--- src/core/usb_ep_ctrl_pkg.sv ---
// constants shared by the endpoint status and control block
package usb_ep_ctrl_pkg;

  // register byte offsets on the bus
  localparam logic [31:0] FLAGS_OFFSET    = 32'h0000_0000;
  localparam logic [31:0] CONTROL_OFFSET  = 32'h0000_0004;
  localparam logic [31:0] ADDRESS_OFFSET  = 32'h0000_0008;
  localparam logic [31:0] STALL_OFFSET    = 32'h0000_000C;
  localparam logic [31:0] METHOD_OFFSET   = 32'h0000_0010;
  localparam logic [31:0] MAP_LIMIT       = 32'h0000_0014;

  // word index width and data widths
  localparam int          INDEX_WIDTH     = 3;
  localparam int          REG_WIDTH       = 8;
  localparam int          ADDR_WIDTH      = 7;
  localparam int          SELECT_WIDTH    = 3;

  // control register field positions
  localparam int          UNUSED_BIT      = 6;
  localparam int          JSTATE_BIT      = 5;
  localparam int          REDUCE_BIT      = 4;
  localparam int          CLOCK_BIT       = 3;
  localparam int          SELECT_MSB      = 2;
  localparam int          SELECT_LSB      = 0;

  // address register field positions
  localparam int          ADDR_MSB        = 7;
  localparam int          ADDR_LSB        = 1;
  localparam int          WAKE_BIT        = 0;

  // address-update method register field
  localparam int          METHOD_BIT      = 0;

  // reset values
  localparam logic [7:0]  FLAGS_RESET     = 8'h00;
  localparam logic [7:0]  CONTROL_RESET   = 8'h00;
  localparam logic [7:0]  ADDRESS_RESET   = 8'h00;
  localparam logic [7:0]  STALL_RESET     = 8'h00;
  localparam logic        METHOD_RESET    = 1'b0;

  // bus encodings
  localparam logic [1:0]  HTRANS_NONSEQ   = 2'h2;
  localparam logic        HRESP_OKAY      = 1'b0;

  // bus port sequencing
  typedef enum logic {PORT_IDLE, PORT_DATA} portState_t;

endpackage
--- src/core/ahb_reg_port.sv ---
// ahb-lite slave front end: address phase capture and one wait state
`timescale 1ns/100ps
module ahb_reg_port
  import usb_ep_ctrl_pkg::*;
(
  input  wire logic                    clk,
  input  wire logic                    rstSync_n,
  input  wire logic                    hsel,
  input  wire logic [31:0]             haddr,
  input  wire logic [1:0]              htrans,
  input  wire logic                    hwrite,
  input  wire logic                    hready,
  output logic                         hreadyout,
  output logic [INDEX_WIDTH-1:0]       regIndex,
  output logic                         mapped,
  output logic                         wrStrobe,
  output logic                         rdStrobe
);

  portState_t state;
  logic       isWrite;

  // one wait state lets a write land before a following read samples
  always_ff @(posedge clk or negedge rstSync_n) begin
    if (!rstSync_n) begin
      state     <= PORT_IDLE;
      hreadyout <= 1'b1;
      isWrite   <= 1'b0;
      regIndex  <= '0;
      mapped    <= 1'b0;
    end else begin
      unique case (state)
        PORT_IDLE: begin
          if (hsel && hready && htrans == HTRANS_NONSEQ) begin
            state     <= PORT_DATA;
            hreadyout <= 1'b0;
            isWrite   <= hwrite;
            regIndex  <= haddr[INDEX_WIDTH+1:2];
            mapped    <= haddr < MAP_LIMIT; // above the map reads zero
          end
        end
        PORT_DATA: begin
          state     <= PORT_IDLE;
          hreadyout <= 1'b1;
        end
      endcase
    end
  end

  // strobes last the single wait cycle, while hwdata stands
  assign wrStrobe = state == PORT_DATA && isWrite;
  assign rdStrobe = state == PORT_DATA && !isWrite;

endmodule

--- src/core/usb_endpoint_status_control.sv ---
// usb endpoint access flags, clock and suspend control, address and in stall
`timescale 1ns/100ps

// How it works
// - host access to endpoint sets its flag
// - set flag raises irq if enabled, stack free
// - eight read/write flags, bit n is endpoint n
// - control bit 5 reads j-state suspend
// - control bit 4 enables suspend current reduction
// - control bit 3 gates usb clock, resets 0
// - bits 2..0 select endpoint fifo, binary coded
// - address and wake register resets to zero
// - method bit picks immediate or delayed address
// - method 0 immediate, 1 after in data read
// - bits 7..1 hold seven-bit device address
// - address bit 0 allows remote wake-up
// - eight in stall bits, bit n endpoint n
// - usb bus reset clears every in stall
// - setup token clears endpoint 0 in stall
module usb_endpoint_status_control
  import usb_ep_ctrl_pkg::*;
#(
  parameter int NUM_EP = 8
) (
  input  wire logic                                ref_clk,
  input  wire logic                                rst_n,
  input  wire logic                                hsel,
  input  wire logic [31:0]                         haddr,
  input  wire logic [1:0]                          htrans,
  input  wire logic                                hwrite,
  input  wire logic [2:0]                          hsize,
  input  wire logic [31:0]                         hwdata,
  input  wire logic                                hready,
  output logic                                     hreadyout,
  output logic [31:0]                              hrdata,
  output logic                                     hresp,
  input  wire logic [NUM_EP-1:0]                   epAccess,
  input  wire logic                                usbBusReset,
  input  wire logic                                setupToken,
  input  wire logic                                jStateSuspend,
  input  wire logic                                inDataReadDone,
  input  wire logic                                usbIntEnable,
  input  wire logic                                stackFull,
  output logic                                     usbIrq,
  output logic [usb_ep_ctrl_pkg::SELECT_WIDTH-1:0] fifoSelect,
  output logic                                     usbClockGate,
  output logic                                     suspendCurrentReduction,
  output logic [usb_ep_ctrl_pkg::ADDR_WIDTH-1:0]   deviceAddress,
  output logic                                     remoteWakeupAllow,
  output logic [NUM_EP-1:0]                        inStall
);
  import usb_ep_ctrl_pkg::*;

  // the register layout and select field are fixed at eight endpoints
  if (NUM_EP != REG_WIDTH) begin : g_bad_count
    $error("NUM_EP must be 8");
  end

  logic                   rstMeta_n;
  logic                   rstSync_n;
  logic [INDEX_WIDTH-1:0] regIndex;
  logic                   mapped;
  logic                   wrStrobe;
  logic                   rdStrobe;
  logic [NUM_EP-1:0]      accessFlags;
  logic [REG_WIDTH-1:0]   control;
  logic [REG_WIDTH-1:0]   addrWake;
  logic                   methodLater;
  logic                   jStateSeen;
  logic [REG_WIDTH-1:0]   readWord;
  logic                   wrFlags;
  logic                   wrControl;
  logic                   wrAddress;
  logic                   wrStall;
  logic                   wrMethod;

  // reset released through two flops so every flop leaves reset together
  always_ff @(posedge ref_clk or negedge rst_n) begin
    if (!rst_n) begin
      rstMeta_n <= 1'b0;
      rstSync_n <= 1'b0;
    end else begin
      rstMeta_n <= 1'b1;
      rstSync_n <= rstMeta_n;
    end
  end

  ahb_reg_port u_port (
    .clk       (ref_clk),
    .rstSync_n (rstSync_n),
    .hsel      (hsel),
    .haddr     (haddr),
    .htrans    (htrans),
    .hwrite    (hwrite),
    .hready    (hready),
    .hreadyout (hreadyout),
    .regIndex  (regIndex),
    .mapped    (mapped),
    .wrStrobe  (wrStrobe),
    .rdStrobe  (rdStrobe)
  );

  // write decode; unmapped writes are dropped
  assign wrFlags   = wrStrobe && mapped && regIndex == FLAGS_OFFSET[INDEX_WIDTH+1:2];
  assign wrControl = wrStrobe && mapped && regIndex == CONTROL_OFFSET[INDEX_WIDTH+1:2];
  assign wrAddress = wrStrobe && mapped && regIndex == ADDRESS_OFFSET[INDEX_WIDTH+1:2];
  assign wrStall   = wrStrobe && mapped && regIndex == STALL_OFFSET[INDEX_WIDTH+1:2];
  assign wrMethod  = wrStrobe && mapped && regIndex == METHOD_OFFSET[INDEX_WIDTH+1:2];

  // per-endpoint access flags and in stall bits
  for (genvar n = 0; n < NUM_EP; n++) begin : g_ep
    // access by the host outranks a software write in the same cycle
    always_ff @(posedge ref_clk or negedge rstSync_n) begin
      if (!rstSync_n) begin
        accessFlags[n] <= FLAGS_RESET[n];
      end else if (epAccess[n]) begin
        accessFlags[n] <= 1'b1;
      end else if (wrFlags) begin
        accessFlags[n] <= hwdata[n];
      end
    end

    // stall is only set by software; bus events clear and outrank writes
    always_ff @(posedge ref_clk or negedge rstSync_n) begin
      if (!rstSync_n) begin
        inStall[n] <= STALL_RESET[n];
      end else if (usbBusReset) begin
        inStall[n] <= 1'b0;
      end else if (n == 0 && setupToken) begin
        inStall[n] <= 1'b0;
      end else if (wrStall) begin
        inStall[n] <= hwdata[n];
      end
    end
  end

  // interrupt request, gated by the core's enable and stack state
  always_ff @(posedge ref_clk or negedge rstSync_n) begin
    if (!rstSync_n) begin
      usbIrq <= 1'b0;
    end else begin
      usbIrq <= (|accessFlags) && usbIntEnable && !stackFull;
    end
  end

  // control register: all eight bits are stored; bits 7, 6 and 5 are replaced on read
  always_ff @(posedge ref_clk or negedge rstSync_n) begin
    if (!rstSync_n) begin
      control <= CONTROL_RESET;
    end else if (wrControl) begin
      control <= hwdata[REG_WIDTH-1:0];
    end
  end

  // j-state indication is taken from the link every cycle
  always_ff @(posedge ref_clk or negedge rstSync_n) begin
    if (!rstSync_n) begin
      jStateSeen <= 1'b0;
    end else begin
      jStateSeen <= jStateSuspend;
    end
  end

  // control outputs; reduction only acts while the link is suspended
  always_ff @(posedge ref_clk or negedge rstSync_n) begin
    if (!rstSync_n) begin
      usbClockGate            <= 1'b0;
      suspendCurrentReduction <= 1'b0;
      fifoSelect              <= '0;
    end else begin
      usbClockGate            <= control[CLOCK_BIT];
      suspendCurrentReduction <= control[REDUCE_BIT] && jStateSeen;
      fifoSelect              <= control[SELECT_MSB:SELECT_LSB];
    end
  end

  // address and wake register
  always_ff @(posedge ref_clk or negedge rstSync_n) begin
    if (!rstSync_n) begin
      addrWake <= ADDRESS_RESET;
    end else if (wrAddress) begin
      addrWake <= hwdata[REG_WIDTH-1:0];
    end
  end

  assign remoteWakeupAllow = addrWake[WAKE_BIT];

  // address-update method bit
  always_ff @(posedge ref_clk or negedge rstSync_n) begin
    if (!rstSync_n) begin
      methodLater <= METHOD_RESET;
    end else if (wrMethod) begin
      methodLater <= hwdata[METHOD_BIT];
    end
  end

  // live address: follows the register, or waits for a finished in read
  always_ff @(posedge ref_clk or negedge rstSync_n) begin
    if (!rstSync_n) begin
      deviceAddress <= ADDRESS_RESET[ADDR_MSB:ADDR_LSB];
    end else if (!methodLater || inDataReadDone) begin
      deviceAddress <= addrWake[ADDR_MSB:ADDR_LSB];
    end
  end

  // read view of the registers
  always_comb begin
    readWord = '0;
    unique case (regIndex)
      FLAGS_OFFSET[INDEX_WIDTH+1:2]: begin
        readWord = accessFlags;
      end
      CONTROL_OFFSET[INDEX_WIDTH+1:2]: begin
        readWord             = control;
        readWord[7]          = 1'b0; // connection control not built here
        readWord[UNUSED_BIT] = 1'b0;
        readWord[JSTATE_BIT] = jStateSeen;
      end
      ADDRESS_OFFSET[INDEX_WIDTH+1:2]: begin
        readWord = addrWake;
      end
      STALL_OFFSET[INDEX_WIDTH+1:2]: begin
        readWord = inStall;
      end
      METHOD_OFFSET[INDEX_WIDTH+1:2]: begin
        readWord[METHOD_BIT] = methodLater;
      end
      default: begin
        readWord = '0;
      end
    endcase
  end

  // read data registered in the wait cycle; holds until the next read
  always_ff @(posedge ref_clk or negedge rstSync_n) begin
    if (!rstSync_n) begin
      hrdata <= 32'h0000_0000;
    end else if (rdStrobe) begin
      hrdata <= mapped ? {24'h00_0000, readWord} : 32'h0000_0000;
    end
  end

  // only single word transfers exist, so every answer is okay
  always_ff @(posedge ref_clk or negedge rstSync_n) begin
    if (!rstSync_n) begin
      hresp <= HRESP_OKAY;
    end else begin
      hresp <= HRESP_OKAY;
    end
  end
endmodule

--- config.mk ---
export PLATFORM = sky130hd
export DESIGN_NAME = usb_endpoint_status_control
export DESIGN_NICKNAME = d
export VERILOG_FILES = /design/src/core/usb_ep_ctrl_pkg.sv /design/src/core/ahb_reg_port.sv /design/src/core/usb_endpoint_status_control.sv
export SDC_FILE = /design/constraint.sdc
export NUM_CORES = 1
export LEC_CHECK = 0
export ABC_AREA = 1
export ABC_CLOCK_PERIOD_IN_PS = 2500
export BUFFER_PORTS_ARGS = -buffer_cell sky130_fd_sc_hd__buf_2
export CORE_ASPECT_RATIO = 2
export CORE_MARGIN = 8
export CORE_UTILIZATION = 35
export DETAILED_ROUTE_END_ITERATION = 10
export PLACE_DENSITY = 0.76
export SYNTH_ARGS = -nofsm -noshare
export SYNTH_HDL_FRONTEND = slang
export SYNTH_SLANG_ARGS = --single-unit
--- constraint.sdc ---
create_clock -name ref_clk -period 2.5 [get_ports ref_clk]
set_clock_uncertainty 0.2 [all_clocks]
set_input_delay 0.375 -clock ref_clk [delete_from_list [all_inputs] [get_ports ref_clk]]
set_output_delay 0.375 -clock ref_clk [all_outputs]
set_load 0.03 [all_outputs]
* Word-level counts from Yosys, hierarchy flattened
Index checks and enable logic that the tools add are counted.
W data, S select, Z words.
** Word-level totals
- Register bits after elaboration :: 85
- Input port bits :: 88
- Output and inout bits :: 56
- Logic and storage cells :: 111
** Operators by class
- Order comparisons :: 1
- Eq/ne operators :: 6
- Reductions and logical operators :: 30
- Multiplexer cells :: 40
- Bitwise gates (word level) :: 1
** Operator list (number)
- $mux W1 :: 35
- $lt A32 B5 Y1 const B :: 1
- $pmux W7 S4 :: 1
- $reduce_bool A2 Y1 :: 9
- $logic_and A1 B1 Y1 :: 13
- $mux W8 :: 1
- $reduce_or A8 Y1 :: 1
- $eq A3 B2 Y1 const B :: 2
- $pmux W1 S5 :: 1
- $pmux W1 S2 :: 2
- $eq A3 B1 Y1 const B :: 1
- $eq A3 B3 Y1 const B :: 1
- $logic_not A1 Y1 :: 3
- $logic_not A3 Y1 :: 1
- $reduce_bool A3 Y1 :: 1
- $eq A2 B2 Y1 const B :: 1
- $ne A2 B1 Y1 const B :: 1
- $reduce_and A2 Y1 :: 1
- $logic_or A1 B1 Y1 :: 1
- $not A1 Y1 :: 1

* Logic depth before layout (Yosys ltp)
Gate-level depths: netlist of run 1.
- Word-level depth :: 6
- Depth in mapped cells :: 8
- Mapped depth without buffers :: 7

* By module
A second synthesis of run 1 with hierarchy kept.
** Second synthesis, totals
- Cells, all modules :: 331
- Area total of the unflattened synthesis :: 2947.8 µm²
** Modules (own cells, without submodules)
- usb_endpoint_status_control :: seq. area each 1351.3 µm², times used 1, area an instance 2548.7 µm², cells an instance 273
- ahb_reg_port :: seq. area each 176.4 µm², times used 1, area an instance 399.1 µm², cells an instance 58

* Least setup slack after synthesis of run 1
Ideal clock, no wire load.
- Path kind :: reg2reg
- Start point :: register u_port.regIndex[0]
- End point :: register addrWake[6]
- Stages on the path, launching flop included :: 9
- Required time :: 2179 ps
- Setup time :: 121 ps
- Arrival :: 1142 ps
- Buffers on the path :: 2
- Period minus slack after synthesis :: 1463 ps
- Setup slack :: 1037 ps
- Cells stage by stage :: dfrtp_1 > buf_2 > inv_1 > nand3_2 > inv_2 > nand2_2 > buf_6 > nand2_1 > o21ai_1
** On the way
- Word-level cells in the longest chain between the ends :: 2
** RTL lines
- start, declared :: line ahb_reg_port.sv:14 : output logic [INDEX_WIDTH-1:0] regIndex,
- start signal, assigned :: line ahb_reg_port.sv:38 : regIndex <= haddr[INDEX_WIDTH+1:2];
- $eq A3 B2 Y1 :: line usb_endpoint_status_control.sv:106 : assign wrAddress = wrStrobe && mapped && regIndex == ADDRESS_OFFSET[INDEX_WIDTH+1:2];
- $logic_and A1 B1 Y1 :: line usb_endpoint_status_control.sv:106
- end signal, assigned :: line usb_endpoint_status_control.sv:182 : addrWake <= hwdata[REG_WIDTH-1:0];
- end, declared :: line usb_endpoint_status_control.sv:67 : logic [REG_WIDTH-1:0] addrWake;
No other way between the ends.
A chain may end at the register's enable or synchronous reset.

* Worst setup path in the final report of run 1
- Start point :: register u_port.regIndex[0]
- End point :: register addrWake[0]
Same word-level chain as after synthesis.

==> flow_summary.json, run 1 <==
{
  "synth_cell_types": 23,
  "r2r_end": "addrWake[0]",
  "dp.cells": 514,
  "grt.met2_usage": 0.241,
  "synth_compound_area_frac": 0.110,
  "synthXorXnorAreaFrac": 0,
  "fillers": 728,
  "min_to": "accessFlags[5]",
  "reg2reg_depth": 6,
  "vias_per_cell": 4.64,
  "syn_to_final_growth_pct": 31.8,
  "grt-ovfl-total": 0,
  "gr-max-usage-layer": "met2",
  "crit_start": "u_port.regIndex[0]",
  "max_slew_margin": 0.492,
  "peakVddDrop_mv": 0.530,
  "cpMaxStageDelayCell": "dfrtp_1",
  "min-delay-start": "epAccess[5]",
  "drc": 0,
  "chipWidth_um": 79.7,
  "max_clock_freq_ghz": 0.572,
  "synthSimpleGateAreaFrac": 0.216,
  "max_stage_delay_ns": 0.62,
  "tightest_slew_ns": 0.762,
  "run_status": "completed",
  "fin_util": 0.475,
  "ios": 144,
  "critPathCaptureType": "register",
  "gp_congestion": 0.831,
  "insertion_delay_ns": 0.33,
  "layout.nets": 520,
  "die_area_um2": 11400,
  "rrSetupSlack_ns": 0.75,
  "syn-cell-area_um2": 2840,
  "ys_ff_latch": 61,
  "antenna_left": 0,
  "vias": 2474,
  "r2r_start": "u_port.regIndex[0]",
  "syn_inst": 329,
  "path_max_fanout": 16,
  "fp.dieH_um": 143,
  "hpwl_um": 6200,
  "clock_path_buffers": 2,
  "min_period_ns": 1.75,
  "clkPwrFrac": 0.544,
  "drv_slew": 0,
  "pwr-share-comb": 0.104,
  "power_density_nw_per_um2": 800,
  "finalWirelength_um": 7700,
  "grtUsageMet3": 0.0357,
  "arrival_ns": 1.80,
  "start_util": 0.361,
  "synth.mux.area_fraction": 0.0158,
  "whs_ns": 0.0210,
  "port_buffers": 89,
  "p_int_mw": 2.31,
  "grt_max_degree": 36,
  "hold_class": "input port to register",
  "grt_setup_unrepaired": "false",
  "cts_sinks": 61,
  "drive_gt1_frac": 0.295,
  "synth_adder_area_share": 0,
  "drtPass1Iterations": 4,
  "htree_levels": 3,
  "switching_share": 0.230,
  "yosysWarnings": 0,
  "min_delay_path_depth": 3,
  "syn_area_per_cell_um2": 8.64,
  "antenna_found_initial": 0,
  "diodes": 0,
  "post-route-period-util": 0.699,
  "required_ns": 2.55,
  "final_hold_viol_count": 0,
  "num_rows": 46,
  "root_buffer": "clkbuf_16",
  "path_clk_slew_ns": 0.05,
  "worstPathCellList": "inv_1, nand3_2, inv_2, nand2_2, nand2_1, o21ai_1",
  "grt_pass1_wl_um": 12400,
  "critPathLaunchType": "register",
  "use_met1": 0.145,
  "tns_ns": 0,
  "p_switching_uw": 690,
  "cts_made_buffers": 9,
  "core_um2": 7890,
  "p_seq_frac": 0.353,
  "tritoncts": "yes",
  "grt_pass1_vias": 2660,
  "cap_viol_max_count": 0,
  "stdcell_count": 533,
  "finalPower_mw": 3.00,
  "critical_path_class": "register to register",
  "setup_violations": 0,
  "grt_usage": 0.140,
  "leakage_nw": 1.90,
  "drtIter0Drc": 110,
  "register_area_um2": 1530,
  "ys_seq_area_frac": 0.537,
  "synth_top_family_by_area": "simple AND/OR/NAND/NOR gates",
  "wire_per_inst_um": 14.5,
  "multi_input_area_um2": 1070
}
[how the worst max path moves through the flow]
stage | endpoint | slack (ns) | cells after the start
6_report | addrWake[0] | 0.75 | 6
5_1_grt | addrWake[1] | 0.63 | 6
4_1_cts | addrWake[0] | 0.77 | 6
3_5_place_dp | hrdata[1] | 0.79 | 7
3_3_place_gp | hrdata[1] | 0.81 | 7
2_1_floorplan | accessFlags[0] | 0.48 | 0
[area by class of cell]
type                    count  area share
flip-flops and latches     61       0.408
clock buffers              10      0.0638
repair buffers             96       0.135
inverters                  34      0.0340
well taps                  96      0.0320
multi-input cells         230       0.285
clock inverters             6      0.0421
[critical path: cells and delay by family, from the launching register on]
family	cells	cell delay [ns]
buf+inv	2	0.28
compound gates	1	0.09
simple gates	3	0.47
flops	1	0.62
[power by group through the flow]
| stage | logic [mW] | registers (mW) | clock network, mW |
|---|---|---|---|
| after detailed placement | 0.306 | 1.07 | 0 |
| after CTS | 0.310 | 1.06 | 1.64 |
| final | 0.311 | 1.06 | 1.63 |
| after global routing | 0.348 | 1.06 | 1.69 |
| after global placement | 0.297 | 1.07 | 0 |
| after floorplan | 0.232 | 1.07 | 0 |
[registers in the layout (all words and copies together), names as in the netlist]
signal,cells
fifoSelect,3
suspendCurrentReduction,1
rstSync_n,1
u_port.regIndex,3
hrdata,8
u_port.mapped,1
inStall,8
methodLater,1
usbIrq,1
u_port.isWrite,1
rstMeta_n,1
u_port.state,1
jStateSeen,1
accessFlags,8
usbClockGate,1
deviceAddress,7
addrWake,8
u_port.hreadyout,1
control,5
[logic make-up (layout without fill, tap and decap cells)]
| family | Yosys count | count (layout) |
|---|---|---|
| other | 2 | 26 |
| AO/OA/AOI/OAI | 62 | 62 |
| buffers and inverters | 62 | 146 |
| multiplexers | 4 | 4 |
| flip-flops | 61 | 61 |
| AND/OR/NAND/NOR | 138 | 138 |
[metal layers]
metal | part of all wire | routed length, um
met1 | 0.38 | 2900
met2 | 0.54 | 4160
met3 | 0.045 | 346
met4 | 0.038 | 293
met5 | 0 | 0
[stage by stage]
step           area (um2)  setup WS [ns]
2_1_floorplan        2930          0.478
3_3_place_gp         3320          0.809
3_5_place_dp         3320          0.789
4_1_cts              3750          0.770
5_1_grt              3750          0.629
6_report             3750          0.752
[Yosys cell counts]
| master | n | area (um2) |
|---|---|---|
| nand3_1 | 17 | 85.1 |
| nor3_1 | 1 | 5.00 |
| nand2_1 | 76 | 285 |
| nand2_2 | 3 | 18.8 |
| dfstp_2 | 1 | 26.3 |
| inv_2 | 3 | 11.3 |
| mux2_2 | 4 | 45.0 |
| conb_1 | 2 | 7.51 |
| o21bai_1 | 1 | 7.51 |
| inv_1 | 31 | 116 |
| nor2_1 | 27 | 101 |
| nor2_2 | 1 | 6.26 |
| buf_2 | 2 | 10.0 |
| buf_4 | 25 | 188 |
| dfrtp_1 | 60 | 1500 |
| buf_6 | 1 | 11.3 |
| nand3_2 | 3 | 30.0 |
| o21ai_0 | 33 | 165 |
| nand4_1 | 4 | 25.0 |
| a21oi_1 | 13 | 65.1 |
| nor2_4 | 4 | 45.0 |
| o21ai_1 | 15 | 75.1 |
| nor4_1 | 2 | 12.5 |
[cells in the final DEF, fill, tap and decap left out, types with 5 or more instances in the layout]
master,netlist,layout
clkbuf_16,0,9
bufinv_16,0,5
o21ai_0,33,33
conb_1,2,26
dfrtp_1,60,59
o21ai_1,15,15
buf_2,2,89
nor2_1,27,27
nand3_1,17,17
inv_1,31,31
a21oi_1,13,13
nand2_1,76,76
[repair_timing]
item / in CTS / in global routing
setup buffers: 0 / 0
gates resized for setup: 0 / 0
endpoints found under the hold margin: 4 / 0
hold buffers: 3 / 0
setup endpoints to repair: 0 / 0
No activity file was read; power rests on OpenSTA's default activity.
==> inputs of run 2 (changes only) <==
- ABC_CLOCK_PERIOD_IN_PS: 2500 -> 1400
- PLACE_DENSITY: 0.76 -> 0.79
- clock period: 2.5 -> 1.4 ns (I/O delays scaled with it)
==> flow_summary.json, run 2 (synthesis results as in run 1) <==
{
  "run_status": "complete, but fails checks",
  "violations": "setup timing",
  "num_rows": 46,
  "drtIter0Drc": 108,
  "crit_end": "accessFlags[2]",
  "port_buffers": 89,
  "fp.dieH_um": 143,
  "crit_start": "u_port.state",
  "layout.nets": 562,
  "grt_pass1_wl_um": 13500,
  "root_buffer": "clkbuf_16",
  "required_ns": 1.46,
  "drc": 0,
  "grt-ovfl-total": 0,
  "antenna_left": 0,
  "core_um2": 7890,
  "critPathCaptureType": "register",
  "drtPass1Iterations": 4,
  "layout_commonest_cell": "buf_2",
  "vias": 2681,
  "wire_per_inst_um": 15.2,
  "diodes": 0,
  "final_hold_viol_count": 0,
  "grt_usage": 0.154,
  "start_util": 0.361,
  "insertion_delay_ns": 0.33,
  "rrSetupSlack_ns": -0.06,
  "leakage_nw": 2.11,
  "hold_class": "input port to async pin",
  "critPathLaunchType": "register",
  "final_cell_mix": "buf_2 (87), nand2_1 (65), dfrtp_1 (56)",
  "min_period_ns": 1.46,
  "grt_setup_unrepaired": "true",
  "syn_to_final_growth_pct": 50.9,
  "power_density_nw_per_um2": 1200,
  "drive_gt1_frac": 0.382,
  "vias_per_cell": 4.66,
  "peakVddDrop_mv": 0.907,
  "drv_slew": 0,
  "critical_path_class": "register to register",
  "reg2reg_depth": 6,
  "setup_violations": 26,
  "cap_viol_max_count": 0,
  "path_clk_slew_ns": 0.05,
  "cts_sinks": 61,
  "gp_congestion": 0.841,
  "r2r_start": "u_port.state",
  "path_max_fanout": 8,
  "tritoncts": "yes",
  "grt_max_degree": 60,
  "htree_levels": 3,
  "clock_path_buffers": 2,
  "chipWidth_um": 79.7,
  "antenna_found_initial": 0,
  "max_clock_freq_ghz": 0.685,
  "fillers": 645,
  "arrival_ns": 1.52,
  "finalWirelength_um": 8720,
  "fin_util": 0.544,
  "hpwl_um": 6290,
  "layout_setup_ws_ns": -0.0604,
  "whs_ns": 0.00211,
  "r2r_end": "accessFlags[2]",
  "grt_pass1_vias": 2880,
  "die_area_um2": 11400,
  "cts_made_buffers": 9,
  "ios": 144,
  "post-route-period-util": 1.04
}
-- run 2: worst max-delay path: stages, from the launching register on --
cell and delay, ns:
dfrtp_1 0.38, nand3_2 0.13, buf_6 0.16, buf_12 0.12
nor2_4 0.23, a21oi_1 0.10, nand2_1 0.07
-- run 2: how the worst min path moves through the flow --
| stage | endpoint | start | depth (start not counted) | slack (ns) |
|---|---|---|---|---|
| floorplan | rstMeta_n | rst_n | 0 | -0.29 |
| global placement | rstMeta_n | rst_n | 1 | -0.20 |
| detailed placement | rstMeta_n | rst_n | 1 | -0.20 |
| CTS | rstMeta_n | rst_n | 2 | 0.002 |
| global route | rstSync_n | rst_n | 2 | 0.02 |
| finish | rstMeta_n | rst_n | 2 | 0.002 |
-- run 2: what timing repair did --
action,CTS,global route
resized for setup,24,52
setup endpoints to repair,40,40
pin swaps,6,17
hold buffers,25,1
buffers inserted,4,1
hold endpoints to repair,29,1
-- run 2: stage by stage --
stage	setup TNS (ns)	setup slack [ns]	instance area [um2]	total power [mW]	std cells
finish	-0.608	-0.0604	4290	5.16	575
global route	-2.46	-0.103	4290	5.35	575
CTS	-0.525	-0.0521	4140	5.05	574
detailed placement	-3.37	-0.147	3450	2.57	529
global placement	-1.92	-0.0863	3450	2.55	529
floorplan	0	0.00877	2940	2.33	353
-- run 2: per-layer routing --
metal / vias up / track usage / share of wire
met3: 22 / 0.0444 / 0.057
met1: 1247 / 0.144 / 0.34
met5: - / 0 / 0
li1: 1307 / - / -
met2: 105 / 0.282 / 0.56
met4: 0 / 0.0946 / 0.037
-- run 2: layout make-up --
class,count,area [um2],area share
Clock buffer,12,256,0.0598
Multi-Input combinational cell,230,1230,0.287
Clock inverter,4,70.1,0.0163
Timing Repair Buffer,138,931,0.217
Sequential cell,61,1530,0.357
Tap cell,96,120,0.0280
Inverter,34,148,0.0344
-- run 2: where the power goes --
| part | total (mW) | internal, mW | leakage (nW) | switching, mW |
|---|---|---|---|---|
| registers | 1.88 | 1.81 | 0.655 | 0.0706 |
| logic | 0.908 | 0.365 | 1.29 | 0.543 |
| clock network | 2.37 | 1.65 | 0.163 | 0.720 |
| total | 5.16 | 3.82 | 2.11 | 1.33 |
==> inputs of run 3 (changes only) <==
- MAX_ROUTING_LAYER: default -> met4
==> flow_summary.json, run 3 (synthesis results as in run 1) <==
{
  "min_period_ns": 1.45,
  "drtIter0Drc": 106,
  "antenna_left": 0,
  "hold_class": "input port to async pin",
  "clkPwrFrac": 0.459,
  "vias": 2680,
  "path_clk_slew_ns": 0.05,
  "layout_setup_ws_ns": -0.0537,
  "tns_ns": -0.633,
  "cts_sinks": 61,
  "diodes": 0,
  "root_buffer": "clkbuf_16",
  "fp.dieH_um": 143,
  "switching_share": 0.259,
  "cap_viol_max_count": 0,
  "vias_per_cell": 4.66,
  "arrival_ns": 1.52,
  "finalWirelength_um": 8700,
  "fin_util": 0.544,
  "cts_made_buffers": 9,
  "start_util": 0.361,
  "tritoncts": "yes",
  "clock_path_buffers": 2,
  "gp_congestion": 0.854,
  "violations": "setup timing",
  "layout_commonest_cell": "buf_2",
  "fillers": 645,
  "required_ns": 1.46,
  "max_stage_delay_ns": 0.38,
  "cpMaxStageDelayCell": "dfrtp_1",
  "grtUsageMet3": 0.0394,
  "drv_slew": 0,
  "grt-ovfl-total": 0,
  "num_rows": 46,
  "ios": 144,
  "die_area_um2": 11400,
  "p_switching_mw": 1.33,
  "insertion_delay_ns": 0.32,
  "htree_levels": 3,
  "run_status": "complete, but fails checks",
  "grt_setup_unrepaired": "true",
  "final_hold_viol_count": 0,
  "post-route-period-util": 1.04,
  "p_int_mw": 3.82,
  "drive_gt1_frac": 0.382,
  "p_seq_frac": 0.365,
  "grt.met2_usage": 0.282,
  "syn_to_final_growth_pct": 50.9,
  "hpwl_um": 6290,
  "place_ws_ns": -0.147,
  "critPathLaunchType": "register",
  "gr-max-usage-layer": "met2",
  "peakVddDrop_mv": 0.908,
  "leakage_nw": 2.11,
  "final_cell_mix": "buf_2 (87), nand2_1 (65), dfrtp_1 (56)",
  "setup_violations": 26,
  "critPathCaptureType": "register",
  "chipWidth_um": 79.7,
  "wire_per_inst_um": 15.1,
  "pwr-share-comb": 0.176,
  "grt_max_degree": 60,
  "antenna_found_initial": 0,
  "drc": 0,
  "grt_pass1_wl_um": 13500,
  "finalPower_mw": 5.16,
  "critical_path_class": "register to register",
  "drtPass1Iterations": 4,
  "power_density_nw_per_um2": 1200,
  "max_clock_freq_ghz": 0.688,
  "layout.nets": 562,
  "core_um2": 7890,
  "worstPathCellList": "nand3_2, buf_6, buf_12, nor2_4, a21oi_1, nand2_1",
  "grt_usage": 0.158,
  "grt_pass1_vias": 2885,
  "use_met1": 0.147,
  "path_max_fanout": 8,
  "port_buffers": 89
}
==> run 3: critical path: cells and delay by family, from the launching register on <==
family / cells / cell delay [ns]
AND/OR/NAND/NOR: 3 / 0.43
AO/OA/AOI/OAI: 1 / 0.10
flip-flops: 1 / 0.38
buffers and inverters: 2 / 0.28
==> run 3: layout make-up <==
| class | count | area (um2) | share of cell area |
|---|---|---|---|
| clock buffers | 12 | 256 | 0.0598 |
| clock inverters | 4 | 70.1 | 0.0163 |
| inverters | 34 | 148 | 0.0344 |
| multi-input cells | 230 | 1230 | 0.287 |
| flip-flops and latches | 61 | 1530 | 0.357 |
| well taps | 96 | 120 | 0.0280 |
| repair buffers | 138 | 931 | 0.217 |
==> run 3: worst paths after layout <==
kind | from | endpoint | slack, ns | depth (start not counted)
worst max-delay path | u_port.state | accessFlags[2] | -0.05 | 6
min in group ref_clk | haddr[25] | u_port.mapped | 0.03 | 6
worst max register to register | u_port.state | accessFlags[2] | -0.05 | 6
worst min-delay path | rst_n | rstMeta_n | 0.002 | 2
max in group asynchronous | rstSync_n | u_port.hreadyout | 0.62 | 1
worst min register to register | rstSync_n | deviceAddress[6] | 0.06 | 1
==> run 3: metal layers <==
metal	share of wire	vias up	wire, um
li1	-	1307	-
met1	0.35	1249	3050
met2	0.56	104	4900
met3	0.052	20	450
met4	0.034	0	299
met5	0	-	0
==> run 3: power by group through the flow <==
stage,Sequential [mW],Clock [mW],Combinational [mW]
4_1_cts,1.87,2.39,0.790
6_report,1.88,2.36,0.910
3_5_place_dp,1.88,0,0.682
3_3_place_gp,1.88,0,0.667
2_1_floorplan,1.91,0,0.421
5_1_grt,1.88,2.48,0.984
==> run 3: timing repair <==
item / in CTS / in global routing
resized for setup: 24 / 52
endpoints found under the setup margin: 40 / 40
pin swaps: 6 / 17
hold buffers: 25 / 1
buffers inserted: 4 / 1
hold endpoints to repair: 29 / 1
==> run 3: through the flow <==
| stage | cell area, um2 | hold WS (ns) | cells |
|---|---|---|---|
| floorplan | 2940 | -0.286 | 353 |
| global placement | 3450 | -0.205 | 529 |
| detailed placement | 3450 | -0.196 | 529 |
| CTS | 4140 | 0.00199 | 574 |
| global route | 4290 | 0.0204 | 575 |
| finish | 4290 | 0.00248 | 575 |
